`src/inc/ascii_command_parser_pkg.sv`:
```
// Purpose: Constants shared by the serial ASCII command interpreter.
// Assumes: Eight-bit characters delivered one per handshake.
// Notes:   Message texts are kept as packed byte strings, first byte in the top bits.
`default_nettype none
package ascii_command_parser_pkg;

   // Framing characters.
   localparam logic [7:0] SOM_CHAR   = 8'h23;
   localparam logic [7:0] CR_CHAR    = 8'h0D;
   localparam logic [7:0] LF_CHAR    = 8'h0A;
   localparam logic [7:0] SPACE_CHAR = 8'h20;

   // Character ranges accepted as hexadecimal digits.
   localparam logic [7:0] DIGIT_0_CHAR  = 8'h30;
   localparam logic [7:0] DIGIT_9_CHAR  = 8'h39;
   localparam logic [7:0] LETTER_A_CHAR = 8'h41;
   localparam logic [7:0] LETTER_F_CHAR = 8'h46;
   localparam logic [7:0] LETTER_BIAS   = 8'h37;

   // Reply texts.
   localparam logic [31:0] DONE_TEXT            = 32'h446F_6E65;
   localparam logic [39:0] ERROR_TEXT           = 40'h45_7272_6F72;
   localparam logic [31:0] POWER_FAIL_REPLY_TAG = 32'h5057_5242;

   // Reply lengths in characters, line ending included.
   localparam int MSG_BITS     = 160;
   localparam int DONE_LEN     = 7;
   localparam int ERROR_LEN    = 8;
   localparam int PFAIL_LEN    = 9;
   localparam int VERSION_LEN  = 20;

   // Command line capacity and digit codes.
   localparam int             MAX_DIGITS       = 8;
   localparam logic [3:0]     GROUP_PORT       = 4'h1;
   localparam logic [3:0]     SUBGROUP_MAIN    = 4'h0;
   localparam logic [3:0]     CMD_BAUD         = 4'h0;
   localparam logic [3:0]     BAUD_9600_SEL    = 4'h5;
   localparam logic           COMMAND_MODE_RST = 1'b0;

   // Parser states, Gray coded along hunt, collect, execute, send.
   typedef enum logic [1:0] {
      ST_HUNT    = 2'b00,
      ST_COLLECT = 2'b01,
      ST_EXECUTE = 2'b11,
      ST_SEND    = 2'b10
   } parse_state_type;

endpackage : ascii_command_parser_pkg
`default_nettype wire

```
`src/design/ascii_command_parser.sv`:
```
// Purpose: Frames and decodes ASCII command lines and sends framed replies.
// Assumes: Received characters come from logic on the same clock.
// Notes:   The power-down input is an outside level and is filtered.
`timescale 1ns/100ps
`default_nettype none

// How it works
// - A hash character starts every command line.
// - Every reply ends with CR then LF.
// - Argument digits are 0-9 or A-F only.
// - Fewer than two digits is not valid.
// - Digits are group, subgroup, command, setting.
// - Setting is one hex digit normally.
// - Main-port baud setting 5 means 9600, default.
// - Every reply starts with a hash character.
// - Done on success, Error on failure.
// - Queries reply tag, literal space, value.
// - Command 01 enters command mode, replies Done.
// - Command 00 returns data mode, replies Done.
// - Command 505 reports version and serial number.
// - Command 520 reports power-fail tag, space, flag.
// - Power down sets flag; 63 or 65 clear.
module ascii_command_parser
   import ascii_command_parser_pkg::*;
#(
   parameter logic [63:0] VERSION_TEXT = 64'h5665_7220_312E_3030, // Arbitrary value.
   parameter logic [63:0] SERIAL_TEXT  = 64'h534E_3132_3334_3536  // Arbitrary value.
)(
   input  wire logic       clock_in,
   input  wire logic       resetn_in,
   input  wire logic       enable_in,
   input  wire logic [7:0] rx_data_in,
   input  wire logic       rx_valid_in,
   output logic            rx_ready_out,
   output logic [7:0]      tx_data_out,
   output logic            tx_valid_out,
   input  wire logic       tx_ready_in,
   input  wire logic       power_down_in,
   output logic            command_mode_out,
   output logic [3:0]      baud_sel_out,
   output logic            power_fail_out,
   output logic            reset_reader_out
);

   ////////////////////////////////////////////////////////////////////////////////
   // State and storage.
   parse_state_type          state_q;
   logic [3:0]               digit_q [MAX_DIGITS];
   logic [3:0]               count_q;
   logic                     bad_q;
   logic [MSG_BITS-1:0]      msg_q;
   logic [4:0]               left_q;
   logic [7:0]               tx_data_q;
   logic                     mode_q;
   logic [3:0]               baud_q;
   logic                     pfail_q;
   logic                     reset_pulse_q;
   logic [2:0]               pdn_sync_q;
   logic                     pdn_stable_q;

   ////////////////////////////////////////////////////////////////////////////////
   // Character classification.
   wire       rx_take   = rx_valid_in && rx_ready_out;
   wire       is_som    = rx_data_in == SOM_CHAR;
   wire       is_cr     = rx_data_in == CR_CHAR;
   wire       is_num    = rx_data_in >= DIGIT_0_CHAR && rx_data_in <= DIGIT_9_CHAR;
   wire       is_letter = rx_data_in >= LETTER_A_CHAR && rx_data_in <= LETTER_F_CHAR;
   wire       is_hex    = is_num || is_letter;
   wire [7:0] nib_wide  = is_num ? rx_data_in - DIGIT_0_CHAR
                                 : rx_data_in - LETTER_BIAS;
   wire [3:0] nibble    = nib_wide[3:0];
   wire       full      = count_q == 4'(MAX_DIGITS);

   ////////////////////////////////////////////////////////////////////////////////
   // Command decode, valid only on a clean line of two or more digits.
   wire       line_ok   = !bad_q && count_q >= 4'h2;
   wire       len2      = line_ok && count_q == 4'h2;
   wire       len3      = line_ok && count_q == 4'h3;
   wire       len4      = line_ok && count_q == 4'h4;
   wire       cmd_01    = len2 && digit_q[0] == 4'h0 && digit_q[1] == 4'h1;
   wire       cmd_00    = len2 && digit_q[0] == 4'h0 && digit_q[1] == 4'h0;
   wire       cmd_63    = len2 && digit_q[0] == 4'h6 && digit_q[1] == 4'h3;
   wire       cmd_65    = len2 && digit_q[0] == 4'h6 && digit_q[1] == 4'h5;
   wire       cmd_505   = len3 && digit_q[0] == 4'h5 && digit_q[1] == 4'h0
                               && digit_q[2] == 4'h5;
   wire       cmd_520   = len3 && digit_q[0] == 4'h5 && digit_q[1] == 4'h2
                               && digit_q[2] == 4'h0;
   // Group, subgroup, command, then the setting digit.
   wire       cmd_baud  = len4 && digit_q[0] == GROUP_PORT
                               && digit_q[1] == SUBGROUP_MAIN
                               && digit_q[2] == CMD_BAUD;
   wire       cmd_done  = cmd_01 || cmd_00 || cmd_63 || cmd_65 || cmd_baud;
   wire       executing = state_q == ST_EXECUTE;

   ////////////////////////////////////////////////////////////////////////////////
   // Reply images, left aligned; every one opens with the hash character
   // and closes with CR LF.
   wire [7:0] pf_digit = pfail_q ? DIGIT_0_CHAR + 8'h01 : DIGIT_0_CHAR;
   wire [MSG_BITS-1:0] msg_done  = {SOM_CHAR, DONE_TEXT, CR_CHAR, LF_CHAR,
                                    104'h0};
   wire [MSG_BITS-1:0] msg_error = {SOM_CHAR, ERROR_TEXT, CR_CHAR, LF_CHAR,
                                    96'h0};
   wire [MSG_BITS-1:0] msg_pfail = {SOM_CHAR, POWER_FAIL_REPLY_TAG, SPACE_CHAR,
                                    pf_digit, CR_CHAR, LF_CHAR, 88'h0};
   wire [MSG_BITS-1:0] msg_vers  = {SOM_CHAR, VERSION_TEXT, SPACE_CHAR,
                                    SERIAL_TEXT, CR_CHAR, LF_CHAR};
   wire [MSG_BITS-1:0] msg_next  = cmd_done ? msg_done
                                 : cmd_520  ? msg_pfail
                                 : cmd_505  ? msg_vers
                                 : msg_error;
   wire [4:0]          len_next  = cmd_done ? 5'(DONE_LEN)
                                 : cmd_520  ? 5'(PFAIL_LEN)
                                 : cmd_505  ? 5'(VERSION_LEN)
                                 : 5'(ERROR_LEN);

   ////////////////////////////////////////////////////////////////////////////////
   // Handshakes; no new character is taken while a reply is going out.
   wire tx_take = tx_valid_out && tx_ready_in;
   assign rx_ready_out     = state_q == ST_HUNT || state_q == ST_COLLECT;
   assign tx_valid_out     = state_q == ST_SEND;
   assign tx_data_out      = tx_data_q;
   assign command_mode_out = mode_q;
   assign baud_sel_out     = baud_q;
   assign power_fail_out   = pfail_q;
   assign reset_reader_out = reset_pulse_q;

   ////////////////////////////////////////////////////////////////////////////////
   // Power-down filter: a change counts once the last two stages agree.
   wire pdn_agree = pdn_sync_q[1] == pdn_sync_q[2];
   wire pdn_event = pdn_agree && pdn_sync_q[2] && !pdn_stable_q;
   always_ff @(posedge clock_in or negedge resetn_in) begin
      if (!resetn_in) begin
         pdn_sync_q   <= 3'h0;
         pdn_stable_q <= 1'b0;
      end else if (enable_in) begin
         pdn_sync_q <= {pdn_sync_q[1:0], power_down_in};
         if (pdn_agree) begin
            pdn_stable_q <= pdn_sync_q[2];
         end
      end
   end

   ////////////////////////////////////////////////////////////////////////////////
   // Settings change only on a recognised line. A power-down event that
   // meets a clearing command in the same cycle keeps the flag set.
   wire pf_clear = executing && (cmd_63 || cmd_65);
   always_ff @(posedge clock_in or negedge resetn_in) begin
      if (!resetn_in) begin
         mode_q        <= COMMAND_MODE_RST;
         baud_q        <= BAUD_9600_SEL;
         pfail_q       <= 1'b0;
         reset_pulse_q <= 1'b0;
      end else if (enable_in) begin
         pfail_q       <= pdn_event || (pfail_q && !pf_clear);
         reset_pulse_q <= executing && cmd_63;
         if (executing && cmd_01) begin
            mode_q <= 1'b1;
         end else if (executing && cmd_00) begin
            mode_q <= 1'b0;
         end
         if (executing && cmd_baud) begin
            baud_q <= digit_q[3];
         end
      end
   end

   ////////////////////////////////////////////////////////////////////////////////
   // Line capture. A hash anywhere restarts the line, so a lost CR costs
   // only the broken line, not the next one.
   always_ff @(posedge clock_in or negedge resetn_in) begin
      if (!resetn_in) begin
         state_q <= ST_HUNT;
         count_q <= 4'h0;
         bad_q   <= 1'b0;
         for (int i = 0; i < MAX_DIGITS; i++) begin
            digit_q[i] <= 4'h0;
         end
      end else if (enable_in) begin
         case (state_q)
            ST_HUNT: begin
               if (rx_take && is_som) begin
                  state_q <= ST_COLLECT;
                  count_q <= 4'h0;
                  bad_q   <= 1'b0;
               end
            end
            ST_COLLECT: begin
               if (rx_take && is_som) begin
                  count_q <= 4'h0;
                  bad_q   <= 1'b0;
               end else if (rx_take && is_cr) begin
                  state_q <= ST_EXECUTE;
               end else if (rx_take && (!is_hex || full)) begin
                  bad_q <= 1'b1;
               end else if (rx_take) begin
                  digit_q[count_q[2:0]] <= nibble;
                  count_q               <= count_q + 4'h1;
               end
            end
            ST_EXECUTE: begin
               state_q <= ST_SEND;
            end
            ST_SEND: begin
               if (tx_take && left_q == 5'h1) begin
                  state_q <= ST_HUNT;
               end
            end
            default: begin
               state_q <= ST_HUNT;
            end
         endcase
      end
   end

   ////////////////////////////////////////////////////////////////////////////////
   // Reply shifter: the image is latched once, so a flag change mid-reply
   // cannot tear the value being sent.
   always_ff @(posedge clock_in or negedge resetn_in) begin
      if (!resetn_in) begin
         msg_q     <= '0;
         left_q    <= 5'h0;
         tx_data_q <= 8'h00;
      end else if (enable_in) begin
         if (executing) begin
            msg_q     <= {msg_next[MSG_BITS-9:0], 8'h00};
            left_q    <= len_next;
            tx_data_q <= msg_next[MSG_BITS-1 -: 8];
         end else if (tx_take) begin
            msg_q     <= {msg_q[MSG_BITS-9:0], 8'h00};
            left_q    <= left_q - 5'h1;
            tx_data_q <= msg_q[MSG_BITS-1 -: 8];
         end
      end
   end

endmodule : ascii_command_parser
`default_nettype wire

```
`config.mk`:
```
export PLATFORM = sky130hd
export DESIGN_NAME = ascii_command_parser
export DESIGN_NICKNAME = d
export VERILOG_FILES = /design/src/inc/ascii_command_parser_pkg.sv /design/src/design/ascii_command_parser.sv
export SDC_FILE = /design/constraint.sdc
export NUM_CORES = 1
export LEC_CHECK = 0
export BUFFER_PORTS_ARGS = -buffer_cell sky130_fd_sc_hd__buf_4
export CAP_MARGIN = 0
export CORE_MARGIN = 2
export CORE_UTILIZATION = 35
export DETAILED_ROUTE_END_ITERATION = 8
export PLACE_DENSITY = 0.52
export SLEW_MARGIN = 20
export SYNTH_ARGS = -nofsm -noshare
export SYNTH_HDL_FRONTEND = slang
export SYNTH_SLANG_ARGS = --single-unit
```
`constraint.sdc`:
```
create_clock -name clock_in -period 2.25 [get_ports clock_in]
set_clock_uncertainty 0.1 [all_clocks]
set_input_delay 0.1125 -clock clock_in [delete_from_list [all_inputs] [get_ports clock_in]]
set_output_delay 0.1125 -clock clock_in [all_outputs]
set_load 0.1 [all_outputs]
```
==> results.tsv <==
stage	metric	value	unit
run_status	status	finished, violations left	
run_status	failing checks	setup timing	
synthesis	Seq/Total Area, Yosys	56.0	%
clocking	Worst-path clk slew	0.06	ns
finish	commonest non-fill, non-tap cell in the layout	dfrtp_1	
critical_path	Worst R2R Setup Slack	-0.006	ns
critical_path	worst r2r path cells	5	
placement	Buffers on Ports	29	
die	FP Rows	49	
die	die width	138	µm
critical_path	Req. time, crit path	2.45	ns
die	Core Region	17800	µm²
min_path	hold crit path type	in2reg	
clocking	CTS tree	yes	
critical_path	CP endpoint kind	flip-flop	
clocking	Longest Clk Path Bufs	2	
drt	WL per Instance	16.6	µm
clocking	# H-tree levels	4	
run	Max-Cap Viols	0	
synthesis	Syn Inst Count	582	
placement	worst slack, placed	-0.0979	ns
pwr	leakage power	3.58	nW
finish	Seq. cell area	3530	µm²
sta	Slew Limit Fails	0	
drt	DRC Markers	0	
drt	Pre-Repair DR Iteration Count	6	
finish	Total Nets Final	670	
min_path	worst hold stages	3	
grt	gr usage total	15.8	%
critical_path	CP max-delay cell	or4_4	
grt	vias in the first global route	4727	
critical_path	reg-to-reg endpoint	baud_sel_out[1]	
drt	DRT iter0 DRCs	261	
clocking	Worst-Skew Late Latency	0.42	ns
sta	fmax	443	MHz
pwr	power after layout	0.00789	W
critical_path	CP peak stage delay	0.44	ns
sta	Max-slew headroom	62.5	%
die	Die H	138	µm
synthesis	synthesized area per cell	10.8	µm²
clocking	Clock Sink Count	141	
sta	unrepaired setup endpoints after global routing	true	
finish	multi-input gate area in the final layout	2700	µm²
min_path	HP Start	rx_valid_in	
clocking	CTS Buf Count	17	
sta	Final WS setup	-0.00552	ns
grt	first-pass GRT wire length	24500	µm
synthesis	Mapped Nets	606	
synthesis	Synth cell types	62	
min_path	worst hold endpoint	count_q[2]	
finish	commonest cells after routing, fill and taps aside	dfrtp_1 (137), nand2_1 (71), buf_4 (71)	
grt	largest net degree at the start of global routing	59	
sta	Finish-stage setup viols	2	
critical_path	crit path DAT	2.46	ns
synthesis	Post-synth EDFFs	0	
critical_path	Crit Path Class	reg2reg	
critical_path	CP max FO	5	
pwr	power per cell area	993	nW/µm²
synthesis	Post-synth top flop	dfrtp_1	
sta	min Tclk post-route	2.26	ns
placement	routability cong.	0.783	
pwr	VDD IR max	1.08	mV
die	# IOs	31	
sta	fin crit share	100	%
drt	DRT Wirelength	14700	µm
drt	ANT nets after route	0	
synthesis	#FFs+latches synth	141	
synthesis	Yosys warning count	0	
critical_path	worst r2r src	digit_q[25]	
finish	Layout fillers	1672	
synthesis	synthesized area	6310	µm²
sta	measured slew at the worst slew-check pin	0.563	ns
drt	Vias	4681	
synthesis	Async SR Flop Fraction	100	%
grt	initial antenna violation count	0	
finish	ant diodes	0	
critical_path	CP cell instances	or3_4 > or4_4 > nor4_4 > nand2_2 > mux2_2	
sta	final hold vios	0	
critical_path	Worst setup SP type	flip-flop	
die	die area	19100	µm²
grt	grt total ovfl	0	
finish	Synth-to-Final Area Change	25.8	%
finish	share of cells above drive strength 1	27.7	%
placement	dpl hpwl	9600	µm
drt	DR vias/cell	5.28	
die	initial core utilization	35.4	%
clocking	clock tree root driver cell	clkbuf_16	
-- sequential cells by signal, indices dropped and copies added (netlist names) --
name	flops
power_fail_out	1
msg_q	95
reset_reader_out	1
state_q	2
left_q	5
digit_q	16
pdn_sync_q	3
pdn_stable_q	1
bad_q	1
baud_sel_out	4
tx_data_out	7
count_q	4
command_mode_out	1
-- critical path, delay by kind of cell (launching register included) --
family / cells / cell delay (ns)
and+or+nand+nor: 4 / 1.35
DFF: 1 / 0.37
muxes: 1 / 0.31
-- how the worst max path moves through the flow --
stage | slack [ns] | start | to
after global routing | -0.1 | digit_q[25] | msg_q[123]
after detailed placement | -0.1 | bad_q | baud_sel_out[1]
after CTS | -0.02 | digit_q[25] | baud_sel_out[1]
after global placement | -0.07 | count_q[0] | left_q[0]
final | -0.006 | digit_q[25] | baud_sel_out[1]
after floorplan | 0.04 | digit_q[25] | msg_q[105]
-- cell type report --
class | instances | share of cell area [%]
multi-input cells | 389 | 33.9
well taps | 229 | 3.61
repair buffers | 86 | 9.82
inverters | 11 | 0.520
clock buffers | 22 | 6.22
flip-flops and latches | 141 | 44.5
clock inverters | 9 | 1.39
-- what timing repair did --
action,in CTS,in global routing
hold endpoints to repair,62,0
setup buffers,0,1
cloned,0,1
resized for setup,7,17
pin swaps,3,4
setup endpoints to repair,32,42
hold buffers,5,0
-- where the power goes --
group          internal (W)  total (W)  leakage [nW]  switching (W)
Sequential          0.00294    0.00321          1.86       0.000261
Clock               0.00177    0.00284         0.290        0.00107
Combinational      0.000612    0.00184          1.43        0.00123
Total               0.00533    0.00789          3.58        0.00256
-- stage by stage --
| step | hold slack (ns) | cell area, µm² | TNS (ns) | utilization, % | instances |
|---|---|---|---|---|---|
| 2_1_floorplan | -0.283 | 6340 | 0 | - | 582 |
| 3_3_place_gp | 0.0149 | 7140 | -0.148 | 40.0 | 849 |
| 3_5_place_dp | 0.0266 | 7140 | -0.877 | 40.0 | 849 |
| 4_1_cts | 0.00568 | 7830 | -0.0724 | 43.9 | 885 |
| 5_1_grt | 0.0312 | 7940 | -1.74 | 44.5 | 887 |
| 6_report | 0.0378 | 7940 | -0.00581 | 44.5 | 887 |
-- cell usage after synthesis, types with 5 or more instances --
master    number  area, µm²
nand3_1       21        105
nand3b_1       6       45.0
inv_1         11       41.3
nor3_1         5       25.0
dfrtp_1      139       3480
nor4_1         5       31.3
o22ai_1        7       43.8
or3_1          8       50.1
a22oi_1        8       60.1
ha_1          10        125
mux2_2        26        293
nand2_1       72        270
clkbuf_1      32        120
o31ai_1       15        113
nor2_1        21       78.8
a21oi_1       59        295
a22o_1        35        307
o21ai_0       28        140
-- routing by layer --
metal	routed length, µm	share of wire (%)	global-route usage (%)	vias up
met3	482	3.3	3.64	22
met1	6970	47	21.8	2329
met5	0	0	0	-
met2	6990	48	24.9	81
met4	246	1.7	5.32	0
li1	-	-	-	2249
-- cells by family after synthesis --
family | after synthesis | share of synthesized area (%)
buffers and inverters | 52 | 3.57
flip-flops | 141 | 56.0
AO/OA/AOI/OAI | 175 | 18.7
multiplexers | 26 | 4.64
XOR/XNOR | 5 | 0.694
AND/OR/NAND/NOR | 172 | 14.4
adder cells (fa/ha/maj) | 10 | 1.98
other | 1 | 0.0594
(Power assumes the default switching activity.)
